$ cat src/design/spimsp_defs.vh
// Constants for the byte-wide SPI master/slave port
`ifndef SPIMSP_DEFS_VH
`define SPIMSP_DEFS_VH

// ------------------------------------------------------------
// Widths and buffer shape
// ------------------------------------------------------------
`define SPIMSP_DW 8
`define SPIMSP_FIFO_DEPTH 16
`define SPIMSP_FIFO_AW 4
`define SPIMSP_LAST_BIT 3'h7
`define SPIMSP_LAST_EDGE 4'hf

// ------------------------------------------------------------
// Half SCK periods in clk cycles, index {double_rate, hi, lo}
// ------------------------------------------------------------
`define SPIMSP_HALF_000 7'h02
`define SPIMSP_HALF_001 7'h08
`define SPIMSP_HALF_010 7'h20
`define SPIMSP_HALF_011 7'h40
`define SPIMSP_HALF_100 7'h01
`define SPIMSP_HALF_101 7'h04
`define SPIMSP_HALF_110 7'h10
`define SPIMSP_HALF_111 7'h20

// ------------------------------------------------------------
// Reset values
// ------------------------------------------------------------
`define SPIMSP_RST_BYTE 8'h00
`define SPIMSP_RST_MASTER_SELECT 1'b0

`endif

$ cat src/design/spimsp_fifo.v
// Synchronous FIFO with valid/ready on both sides
`timescale 1ns/1ps
module spimsp_fifo #(
   parameter W = 8,
   parameter D = 16,
   parameter AW = 4
)(
   // Clock and reset
   input wire clk,
   input wire rst,
   // Fill side
   input wire in_valid,
   output reg in_ready,
   input wire [W-1:0] in_data,
   // Drain side
   output reg out_valid,
   input wire out_ready,
   output wire [W-1:0] out_data
);

reg [W-1:0] mem [0:D-1];
reg [AW-1:0] wr_ff;
reg [AW-1:0] rd_ff;
reg [AW:0] cnt_ff;
reg [AW:0] nxt_cnt;
wire push;
wire pop;

assign push = in_valid & in_ready;
assign pop = out_valid & out_ready;
assign out_data = mem[rd_ff];

// Occupancy after this cycle's push and pop
always @*
begin
   nxt_cnt = cnt_ff;
   if (push & ~pop)
      nxt_cnt = cnt_ff + 1'b1;
   else if (pop & ~push)
      nxt_cnt = cnt_ff - 1'b1;
end

// Storage has no reset; only pointers, count and flags need a defined start
always @(posedge clk)
begin
   if (push)
      mem[wr_ff] <= in_data;
end

// Pointers and registered full/empty so the flags never glitch
always @(posedge clk or posedge rst)
begin
   if (rst)
   begin
      wr_ff <= {AW{1'b0}};
      rd_ff <= {AW{1'b0}};
      cnt_ff <= {(AW+1){1'b0}};
      in_ready <= 1'b0;
      out_valid <= 1'b0;
   end
   else
   begin
      if (push)
         wr_ff <= wr_ff + 1'b1;
      if (pop)
         rd_ff <= rd_ff + 1'b1;
      cnt_ff <= nxt_cnt;
      in_ready <= (nxt_cnt != D[AW:0]);
      out_valid <= (nxt_cnt != {(AW+1){1'b0}});
   end
end

endmodule

$ cat src/design/spimsp_core.v
// Byte-wide SPI port, master or slave, with receive stream FIFO
// Functional notes
// - Master: data write starts SCK generator, eight bits shift out.
// - Master: after one byte SCK stops, done flag sets, irq if enabled.
// - Master: slave select is never driven automatically, software does it.
// - Data master-to-slave on MOSI, slave-to-master on MISO, exchanged together.
// - Last received byte is held in a receive buffer for the CPU.
// - Slave: select high keeps port idle, MISO released, SCK ignored.
// - Slave: full byte sets done flag, irq if enabled.
// - Slave: next byte may be written before received byte is read.
// - Transmit single-buffered: no new byte accepted until shift completes.
// - Receive double-buffered: unread byte overwritten by next complete byte.
// - Enabled port overrides pin directions per master or slave role.
// - Master SCK divisor 4/16/64/128, or 2/8/32/64 when doubled.
// - Done flag clears on vector ack, or status read then data access.
// - Collision flag sets on write during transfer; status read, access clear.
// - Select input low while master: drop to slave, set done flag.
`timescale 1ns/1ps
`include "spimsp_defs.vh"
module spimsp_core (
   // Clock and reset
   input wire clk,
   input wire rst,
   // Configuration levels
   input wire port_enable,
   input wire bit_order,
   input wire clock_polarity,
   input wire clock_phase,
   input wire rate_select_hi,
   input wire rate_select_lo,
   input wire double_rate,
   input wire transfer_irq_enable,
   // Master select write
   input wire ms_wr,
   input wire ms_wdata,
   // User pin directions and select level
   input wire dir_mosi_out,
   input wire dir_sck_out,
   input wire dir_ss_out,
   input wire dir_miso_out,
   input wire ss_level,
   // CPU data and status access
   input wire data_wr,
   input wire [7:0] data_wdata,
   input wire data_rd,
   input wire stat_rd,
   input wire vec_ack,
   // Status
   output reg [7:0] rx_byte_ff,
   output reg transfer_done_flag_ff,
   output reg write_collision_flag_ff,
   output reg master_select_ff,
   output reg irq_ff,
   // Received byte stream
   output wire rx_valid,
   input wire rx_ready,
   output wire [7:0] rx_data,
   // SPI pins
   input wire sck_in,
   output reg sck_out_ff,
   output reg sck_oe_n_ff,
   input wire mosi_in,
   output reg mosi_out_ff,
   output reg mosi_oe_n_ff,
   input wire miso_in,
   output reg miso_out_ff,
   output reg miso_oe_n_ff,
   input wire ss_in,
   output reg ss_out_ff,
   output reg ss_oe_n_ff
);

// ------------------------------------------------------------
// Pin synchronisers
// ------------------------------------------------------------
// Stage vectors hold {sck, mosi, miso, ss}; select idles high
reg [3:0] sy1_ff, sy2_ff;
reg sck_s3_ff;
wire sck_s2_ff, mosi_s2_ff, miso_s2_ff, ss_s2_ff;

assign {sck_s2_ff, mosi_s2_ff, miso_s2_ff, ss_s2_ff} = sy2_ff;

// Two stages before use; third SCK stage only feeds the edge detector
always @(posedge clk or posedge rst)
begin
   if (rst)
   begin
      sy1_ff <= 4'h1;
      sy2_ff <= 4'h1;
      sck_s3_ff <= 1'b0;
   end
   else
   begin
      sy1_ff <= {sck_in, mosi_in, miso_in, ss_in};
      sy2_ff <= sy1_ff;
      sck_s3_ff <= sck_s2_ff;
   end
end

// ------------------------------------------------------------
// Mode decode and edge generation
// ------------------------------------------------------------
reg run_ff, pend_ff;
reg [6:0] half_ff;
reg [3:0] edge_ff;
reg [2:0] bcnt_ff;
reg [7:0] tx_sh_ff, rx_sh_ff;
wire [6:0] half_len;
reg arm_f_ff, arm_w_ff;
wire mst, slv, s_act, m_tick, s_edge;
wire lead, trail, smp, stp, rx_bit, byte_done, busy, m_end;
wire mfault, wr_ok, fifo_rdy;
wire [7:0] nxt_rx_sh;
reg [7:0] nxt_tx_sh;

assign mst = port_enable & master_select_ff;
assign slv = port_enable & ~master_select_ff;
assign s_act = slv & ~ss_s2_ff;
assign m_tick = run_ff & (half_ff == 7'h00);
assign s_edge = s_act & (sck_s2_ff != sck_s3_ff);
// Leading edge leaves the idle level set by polarity
assign lead = mst ? (m_tick & ~edge_ff[0]) : (s_edge & (sck_s2_ff != clock_polarity));
assign trail = mst ? (m_tick & edge_ff[0]) : (s_edge & (sck_s2_ff == clock_polarity));
assign smp = clock_phase ? trail : lead;
assign stp = clock_phase ? lead : trail;
assign rx_bit = mst ? miso_s2_ff : mosi_s2_ff;
assign byte_done = smp & (bcnt_ff == `SPIMSP_LAST_BIT);
assign m_end = m_tick & (edge_ff == `SPIMSP_LAST_EDGE);
assign busy = run_ff | pend_ff | (s_act & (bcnt_ff != 3'h0));
assign mfault = mst & ~dir_ss_out & ~ss_s2_ff;
assign wr_ok = data_wr & ~busy;
assign nxt_rx_sh = bit_order ? {rx_bit, rx_sh_ff[7:1]} : {rx_sh_ff[6:0], rx_bit};

// Divider selection; ignored in slave mode
assign half_len = double_rate ?
   (rate_select_hi ? (rate_select_lo ? `SPIMSP_HALF_111 : `SPIMSP_HALF_110) :
      (rate_select_lo ? `SPIMSP_HALF_101 : `SPIMSP_HALF_100)) :
   (rate_select_hi ? (rate_select_lo ? `SPIMSP_HALF_011 : `SPIMSP_HALF_010) :
      (rate_select_lo ? `SPIMSP_HALF_001 : `SPIMSP_HALF_000));

// ------------------------------------------------------------
// Master clock generator
// ------------------------------------------------------------
// Start waits for stream room, so a master never loses a byte
always @(posedge clk or posedge rst)
begin
   if (rst)
   begin
      run_ff <= 1'b0;
      pend_ff <= 1'b0;
      half_ff <= 7'h00;
      edge_ff <= 4'h0;
      sck_out_ff <= 1'b0;
   end
   else if (~mst | mfault)
   begin
      run_ff <= 1'b0;
      pend_ff <= 1'b0;
      edge_ff <= 4'h0;
      sck_out_ff <= clock_polarity;
   end
   else if (pend_ff & fifo_rdy)
   begin
      run_ff <= 1'b1;
      pend_ff <= 1'b0;
      half_ff <= half_len - 7'h01;
      edge_ff <= 4'h0;
   end
   else if (run_ff)
   begin
      if (m_tick)
      begin
         half_ff <= half_len - 7'h01;
         sck_out_ff <= ~sck_out_ff;
         edge_ff <= edge_ff + 4'h1;
         if (edge_ff == `SPIMSP_LAST_EDGE)
            run_ff <= 1'b0;
      end
      else
         half_ff <= half_ff - 7'h01;
   end
   else
   begin
      pend_ff <= pend_ff | wr_ok;
      sck_out_ff <= clock_polarity;
   end
end

// ------------------------------------------------------------
// Shift registers and receive buffer
// ------------------------------------------------------------
// First setup edge in phase 1 only presents the already loaded bit
always @*
begin
   nxt_tx_sh = tx_sh_ff;
   if (wr_ok)
      nxt_tx_sh = data_wdata;
   else if (stp & ~(clock_phase & (bcnt_ff == 3'h0)))
      nxt_tx_sh = bit_order ? {1'b0, tx_sh_ff[7:1]} : {tx_sh_ff[6:0], 1'b0};
end

always @(posedge clk or posedge rst)
begin
   if (rst)
   begin
      tx_sh_ff <= `SPIMSP_RST_BYTE;
      rx_sh_ff <= `SPIMSP_RST_BYTE;
      rx_byte_ff <= `SPIMSP_RST_BYTE;
      bcnt_ff <= 3'h0;
      mosi_out_ff <= 1'b0;
      miso_out_ff <= 1'b0;
   end
   else
   begin
      tx_sh_ff <= nxt_tx_sh;
      mosi_out_ff <= bit_order ? nxt_tx_sh[0] : nxt_tx_sh[7];
      miso_out_ff <= bit_order ? nxt_tx_sh[0] : nxt_tx_sh[7];
      // Select high drops a partial slave byte
      if ((slv & ss_s2_ff) | ~port_enable | mfault)
         bcnt_ff <= 3'h0;
      else if (smp)
      begin
         rx_sh_ff <= nxt_rx_sh;
         bcnt_ff <= bcnt_ff + 3'h1;
      end
      if (byte_done)
         rx_byte_ff <= nxt_rx_sh;
   end
end

// ------------------------------------------------------------
// Flags, master select and interrupt
// ------------------------------------------------------------
wire acc;
wire clr_f, clr_w, set_f, set_w, nxt_f;

assign acc = data_wr | data_rd;
assign clr_f = vec_ack | (acc & (arm_f_ff | arm_w_ff));
assign clr_w = acc & arm_w_ff;
// Master flags only once SCK is idle, so a write right after the flag is taken
assign set_f = (byte_done & ~mst) | m_end | mfault;
assign set_w = data_wr & busy;
// Set wins over a clear in the same cycle
assign nxt_f = set_f | (transfer_done_flag_ff & ~clr_f);

always @(posedge clk or posedge rst)
begin
   if (rst)
   begin
      transfer_done_flag_ff <= 1'b0;
      write_collision_flag_ff <= 1'b0;
      arm_f_ff <= 1'b0;
      arm_w_ff <= 1'b0;
      irq_ff <= 1'b0;
      master_select_ff <= `SPIMSP_RST_MASTER_SELECT;
      sck_oe_n_ff <= 1'b1;
      mosi_oe_n_ff <= 1'b1;
      miso_oe_n_ff <= 1'b1;
      ss_oe_n_ff <= 1'b1;
      ss_out_ff <= 1'b1;
   end
   else
   begin
      transfer_done_flag_ff <= nxt_f;
      write_collision_flag_ff <= set_w | (write_collision_flag_ff & ~clr_w);
      // Latest status read decides what the next data access clears
      arm_f_ff <= stat_rd ? transfer_done_flag_ff : (arm_f_ff & ~acc);
      arm_w_ff <= stat_rd ? write_collision_flag_ff : (arm_w_ff & ~acc);
      irq_ff <= nxt_f & transfer_irq_enable;
      if (mfault)
         master_select_ff <= 1'b0;
      else if (ms_wr)
         master_select_ff <= ms_wdata;
      // Pin roles; select pin output follows software only, never a transfer
      sck_oe_n_ff <= ~(mst & ~mfault & dir_sck_out);
      mosi_oe_n_ff <= ~(mst & ~mfault & dir_mosi_out);
      ss_oe_n_ff <= ~(mst & dir_ss_out);
      ss_out_ff <= ss_level;
      miso_oe_n_ff <= ~(s_act & dir_miso_out);
   end
end

// ------------------------------------------------------------
// Received byte stream
// ------------------------------------------------------------
// A slave cannot stall its master: a byte meeting a full FIFO is lost
spimsp_fifo #(.W(`SPIMSP_DW), .D(`SPIMSP_FIFO_DEPTH), .AW(`SPIMSP_FIFO_AW)) i_spimsp_fifo (
   .clk(clk), .rst(rst), .in_valid(byte_done), .in_ready(fifo_rdy), .in_data(nxt_rx_sh),
   .out_valid(rx_valid), .out_ready(rx_ready), .out_data(rx_data)
);

endmodule

$ cat config.mk
export PLATFORM = sky130hd
export DESIGN_NAME = spimsp_core
export DESIGN_NICKNAME = d
export VERILOG_FILES = /design/src/design/spimsp_fifo.v /design/src/design/spimsp_core.v
export VERILOG_INCLUDE_DIRS = /design/src /design/src/design
export SDC_FILE = /design/constraint.sdc
export NUM_CORES = 1
export LEC_CHECK = 0
export ABC_AREA = 1
export BUFFER_PORTS_ARGS = -buffer_cell sky130_fd_sc_hd__buf_2
export CAP_MARGIN = 10
export CORE_AREA = 5 5 149 151
export DETAILED_ROUTE_END_ITERATION = 8
export DIE_AREA = 0 0 154 156
export SLEW_MARGIN = 20
export SYNTH_ARGS = -nofsm -noshare
export SYNTH_HDL_FRONTEND = slang
export SYNTH_HIERARCHICAL = 1
export SYNTH_SLANG_ARGS = --single-unit
$ cat constraint.sdc
create_clock -name clk -period 2.33 [get_ports clk]
set_input_delay 0 -clock clk [delete_from_list [all_inputs] [get_ports clk]]
set_output_delay 0 -clock clk [all_outputs]
set_load 0.005 [all_outputs]
; Word-level counts from Yosys, hierarchy flattened
; Memory sizes are Yosys's and may differ from the RTL's.
; Cells that the tools add are included.
[op_classes]
eq_ne = 9
n_bitwise = 71
n_mux = 46
add_sub_neg = 8
reduce_logical = 14
[op_table]
columns = cell, n
row1 = 7-bit 2-to-1 mux, 6
row2 = 1-bit bitwise AND, 37
row3 = 8-bit 2-to-1 mux, 4
row4 = 1-bit 2-to-1 mux, 24
row5 = 1-bit NOT, 21
row6 = 4-bit 2-to-1 mux, 5
row7 = 7-bit by 1-bit subtractor with 7-bit output (second input constant), 2
row8 = 1-bit OR, 13
row9 = 4-bit by 1-bit adder with 4-bit output (second input constant), 3
row10 = 6-bit 2-to-1 mux, 2
row11 = 5-bit 2-to-1 mux, 2
row12 = 3-bit 2-to-1 mux, 3
row13 = 3-bit nonzero test, 3
row14 = 2-bit AND reduction, 4
row15 = 2-bit nonzero test, 4
row16 = 7-bit zero test, 1
row17 = 3-bit by 1-bit inequality test with 1-bit output (second input constant), 2
row18 = 5-bit by 1-bit adder with 5-bit output (second input constant), 1
row19 = 5-bit inequality test (second input constant), 1
row20 = 5-bit nonzero test, 1
row21 = 5-bit by 1-bit subtractor with 5-bit output (second input constant), 1
row22 = 4-bit == test (second input constant), 1
row23 = 3-bit by 1-bit adder with 3-bit output (second input constant), 1
row24 = 3-bit == test (second input constant), 1
row25 = other kinds (4), 5
[word_totals]
ram_bits = 128
out_inout_bits = 29
mem_count = 1
in_bits = 34
register_bits = 77
wordCells = 179
[memory_table]
columns = memory, depth, word_bits, read_ports, rd_ports_with_merged_regs, write_ports, line
row1 = i_spimsp_fifo.mem, 16, 8, 1, 0, 1, spimsp_fifo.v:21  ; reg [W-1:0] mem [0:D-1];

; Longest topological paths before layout
[depth]
depth_word = 14
ltp_mapped = 19
mapped_depth_nobuf = 19

; Modules after synthesis
; The synthesis kept the hierarchy.
[by_module_without_submodules]
columns = module, area_per_inst_um2, cells_each, seq_area_each_um2, n_inst
row1 = spimsp_fifo, 6018.3, 537, 4219.0, 1
row2 = spimsp_core, 3115.5, 369, 1560.2, 1

; Worst setup path after synthesis
; No wires, ideal clock.
[synth_path]
path_kind = register to register
from = reg half_ff[0]
to = mem i_spimsp_fifo.mem[11][0], enable pin
slack_ns = -0.102
required_time_ns = 1.960
stages_incl_launch_ff = 15
arrival_ns = 2.062
n_path_buf = 0
setup_ns = 0.370
synth_period_minus_slack_ns = 2.432
cell_sequence = dfrtp_1 inv_1 ha_1 nand2_1 nor2_4 nand3_2 nand2_2 nand2_2 nand2_2 nand2_4 nor2_8 nand2_2 inv_2 nand2_1 nor2_1
[synth_via]
elab_chain_len = 9
word_cells_on_any_way = 11
classes_between = mux (5) / bitwise (5) / reduce/logical (1)
[synth_lines]
columns = item, line
row1 = from (decl), spimsp_core.v:104  ; reg [6:0] half_ff;
row2 = from (signal assigned), spimsp_core.v:166  ; half_ff <= half_len - 7'h01;
row3 = from (signal assigned), spimsp_core.v:173  ; half_ff <= half_len - 7'h01;
row4 = from (signal assigned), spimsp_core.v:180  ; half_ff <= half_ff - 7'h01;
row5 = 7-bit zero test (*), spimsp_core.v:119  ; assign m_tick = run_ff & (half_ff == 7'h00);
row6 = 1-bit bitwise AND (*), spimsp_core.v:119
row7 = 1-bit bitwise AND (on tied branches), "spimsp_core.v:122, spimsp_core.v:123"
row8 = 1-bit 2-to-1 mux (on tied branches), "spimsp_core.v:122, spimsp_core.v:123"
row9 = 1-bit 2-to-1 mux (*), spimsp_core.v:124  ; assign smp = clock_phase ? trail : lead;
row10 = 1-bit bitwise AND (*), spimsp_core.v:127  ; assign byte_done = smp & (bcnt_ff == `SPIMSP_LAST_BIT);
row11 = via byte_done, spimsp_core.v:111  ; wire lead, trail, smp, stp, rx_bit, byte_done, busy, m_end;
row12 = 1-bit bitwise AND (*), spimsp_fifo.v:29  ; assign push = in_valid & in_ready;
row13 = 1-bit 2-to-1 mux (*), spimsp_fifo.v:46  ; if (push)
row14 = 1-bit 2-to-1 mux (not written as such) (*), spimsp_fifo.v:47  ; mem[wr_ff] <= in_data;
row15 = to (decl), spimsp_fifo.v:21
; The timed path passes the listed nets; every way through them passes the cells marked *.

; Final worst setup path
[layout_path]
from = reg i_spimsp_fifo.rd_ff[1]
to = out rx_data[2]
[layout_via]
elab_chain_len = 1
[layout_lines]
columns = item, line
row1 = from (decl), spimsp_fifo.v:23  ; reg [AW-1:0] rd_ff;
row2 = from (signal assigned), spimsp_fifo.v:56  ; rd_ff <= {AW{1'b0}};
row3 = from (signal assigned), spimsp_fifo.v:66  ; rd_ff <= rd_ff + 1'b1;
row4 = memory 16 x 8 bit, --
row5 = to (decl), spimsp_core.v:57  ; output wire [7:0] rx_data,
; No other way between the ends.

==> results.json <==
{
  "dr_wl_met3_um": 1060,
  "grt_overflow": 0,
  "ir_drop_v": 0.000575,
  "grt_start_max_net_pins": 57,
  "cts_buffer_depth": 3,
  "wirelength_um": 21400,
  "clock-sinks": 205,
  "power_density_mw_per_mm2": 1030,
  "multiInputGateArea_mm2": 0.00301,
  "die-area_mm2": 0.0240,
  "die_w_um": 154,
  "syn_to_final_growth_pct": 23.5,
  "grt_pass1_wl_um": 34100,
  "place.detailed.hpwl_um": 14000,
  "maxCapViolations": 0,
  "synth_edf_count": 128,
  "firstDrtPassIters": 5,
  "diodes": 0,
  "cts_tree": "done",
  "pin_count": 63,
  "place_area_mm2": 0.00996,
  "p_switching_mw": 3.83,
  "ys.flop_type": "edfxtp_1",
  "rr_startpoint": "half_ff[1]",
  "wl_met2_um": 10500,
  "stdcell_area_mm2": 0.0113,
  "yosysTopAreaCell": "edfxtp_1",
  "post_drt_wl_per_cell_um": 15.9,
  "cts_buffers": 22,
  "power.share.clock_pct": 31.3,
  "first_iter_violations": 367,
  "relSlewSlack_pct": 25.2,
  "final_antenna_net_count": 0,
  "swShare_pct": 33.1,
  "critPathCaptureType": "output port",
  "clk_pin_slew_worst_paths_ns": 0.06,
  "start_util_pct": 44.1,
  "yosys_warnings": 6,
  "worst_slew_pin_slew_ns": 1.12,
  "num_rows": 53,
  "finalCriticalPeriod_ns": 2.19,
  "fill_cells": 1863,
  "track_usage_pct": 17.7,
  "cts_htree_levels": 1,
  "grt_pass1_vias": 6639,
  "syn_area_mm2": 0.00913,
  "p_leak_nw": 4.79,
  "hold_viol": 0,
  "synth_seq_cells": 205,
  "antenna_found_initial": 0,
  "cts_root_buf": "clkbuf_16",
  "drc": 0,
  "worst-endpoint-required_ns": 2.33,
  "finalMaxSlewViolations": 0,
  "setup_slack_ns": 0.135,
  "core_area_mm2": 0.0207,
  "hold_path_class": "in -> async",
  "cp_data_arrival_time_ns": 2.19,
  "async_reset_ff_share_pct": 37.6,
  "yosys.cell_types.count": 43,
  "viasPerCell": 4.96,
  "drt-met1-wl_um": 9420,
  "synth_top_area_share_pct": 42.1,
  "drive_gt1_share_pct": 19.7,
  "status": "completed",
  "port_buffers": 62,
  "gp_congestion": 0.824,
  "worstSetupPathType": "reg -> out",
  "syn_area_per_cell_um2": 10.1,
  "path_max_fanout": 48,
  "p_comb_share_pct": 30.3,
  "clk_latency_ns": 0.50,
  "routed.top_layer": "met4",
  "syn_inst": 906,
  "seqPwrFrac_pct": 38.5,
  "post-route-period-util_pct": 94.2,
  "skew_ns": 0.00920,
  "synth.area.top_cells": "edfxtp_1 42%, dfrtp_1 19%, nand2_1 8.5%",
  "register_area_mm2": 0.00578,
  "nets": 1097,
  "vias": 6641,
  "critPathLaunchType": "flop",
  "fp.dieH_um": 156,
  "synth_nets": 954,
  "setup_viol": 0,
  "ys_seq_area_share_pct": 63.3,
  "ff2ff_setup_slack_ns": 0.19,
  "p_int_mw": 7.75,
  "clock.fmax_mhz": 456,
  "post-place-ws_ns": 0.0414,
  "cp-startpoint": "i_spimsp_fifo/rd_ff[1]"
}
[layout make-up]
type,count,share of cell area (%)
clock inverter,12,1.39
sequential,205,51.2
inverter,67,2.30
timing repair buffer,150,9.97
clock buffer,28,5.36
multi-input combinational,603,26.7
tap,275,3.05
[power by group through the flow]
stage          clock [mW]  sequential (mW)  combinational [mW]
2_1_floorplan           0             4.45                2.37
3_3_place_gp            0             4.51                3.37
3_5_place_dp            0             4.51                3.39
4_1_cts              3.70             4.44                3.47
5_1_grt              3.86             4.49                3.95
6_report             3.62             4.46                3.50
[cells by family (layout without fill, tap and decap cells)]
family,after synthesis,after routing,synth area share [%]
fa+ha+maj,14,14,1.92
buf+inv,98,257,5.01
mux,2,2,0.219
xor+xnor,11,11,1.05
flops,205,205,63.3
compound gates,169,169,9.92
simple gates,407,407,18.6
[layer usage]
| layer | global-route usage, % | vias up |
|---|---|---|
| li1 | - | 3328 |
| met1 | 23.1 | 3147 |
| met2 | 30.8 | 140 |
| met3 | 3.33 | 26 |
| met4 | 4.25 | 0 |
| met5 | 0 | - |
[synth_stat cells, types with 2 or more instances]
| cell type | instances |
|---|---|
| o2111ai_1 | 6 |
| nor2_2 | 5 |
| dfrtp_1 | 70 |
| clkinv_1 | 2 |
| dfstp_2 | 7 |
| nor2_1 | 132 |
| o21ai_1 | 61 |
| nor4_1 | 2 |
| a31oi_1 | 2 |
| and2_1 | 2 |
| edfxtp_1 | 128 |
| or2_2 | 5 |
| o21ai_2 | 2 |
| nand3_1 | 31 |
| clkbuf_1 | 5 |
| xor2_1 | 10 |
| nand2_1 | 208 |
| nor3_1 | 4 |
| buf_4 | 4 |
| buf_6 | 6 |
| nand4_1 | 3 |
| nor2_8 | 2 |
| o21ai_0 | 79 |
| inv_2 | 5 |
| inv_1 | 60 |
| nor2_4 | 2 |
| ha_1 | 14 |
| a21oi_1 | 9 |
| nand2_2 | 8 |
| mux2i_1 | 2 |
| o211ai_1 | 4 |
| buf_2 | 15 |
[repair_timing]
action	in CTS	in global routing
endpoints found under the hold margin	107	3
hold buffers	42	1
gates resized for setup	0	29
endpoints found under the setup margin	0	134
setup buffers	0	7
[worst max-delay path, cell delays in order, from the launching register on]
cell and delay, ns:
dfrtp_1 0.42, inv_4 0.19, buf_12 0.25, o21ai_0 0.15, o21ai_0 0.21, nand2_1 0.07
nand2_1 0.07, nand2_1 0.08, nand2_1 0.11, buf_2 0.12
[worst paths after layout]
kind | endpoint | depth (start not counted)
worst max-delay path | rx_data[2] | 9
worst min-delay path | sck_out_ff | 3
worst max register to register | i_spimsp_fifo/out_valid | 18
worst min register to register | sy2_ff[2] | 0
max in group asynchronous | ss_out_ff | 4
min in group clk | rx_byte_ff[1] | 7
[cell usage in the layout, fill, tap and decap left out, drive strengths merged]
master / count
a21boi: 1
a21oi: 9
a22o: 1
a22oi: 1
a31oi: 2
a32o: 1
and2: 2
buf: 108
bufinv: 4
clkbuf: 28
clkinv: 11
dfrtp: 70
dfstp: 7
dlygate4sd3: 42
edfxtp: 128
ha: 14
inv: 64
mux2i: 2
nand2: 217
nand3: 32
nand3b: 1
nand4: 3
nor2: 141
nor3: 4
nor4: 2
o2111ai: 6
o211ai: 4
o21a: 1
o21ai: 142
o22ai: 1
or2: 5
xnor2: 1
xor2: 10
[flip-flops by register name, summed over array words and instances, names as in the netlist, 3 cells and up]
name and cells:
bcnt_ff 3, edge_ff 4, half_ff 7, i_spimsp_fifo/cnt_ff 5, i_spimsp_fifo/mem 128, i_spimsp_fifo/rd_ff 4, i_spimsp_fifo/wr_ff 4, rx_byte_ff 8
rx_sh_ff 8, sy1_ff 4, sy2_ff 4, tx_sh_ff 8
[through the flow]
step / instances / util [%] / total power [mW] / TNS [ns] / hold WS (ns)
floorplan: 906 / - / 6.82 / -8.03 / -0.0985
CTS: 1333 / 53.8 / 11.6 / 0 / 0.0234
global placement: 1251 / 48.1 / 7.88 / 0 / 0.0357
finish: 1340 / 54.5 / 11.6 / 0 / 0.0557
detailed placement: 1251 / 48.1 / 7.90 / 0 / 0.0285
global route: 1340 / 54.5 / 12.3 / -0.00668 / 0.0743
No activity file was read; power rests on OpenSTA's default activity.
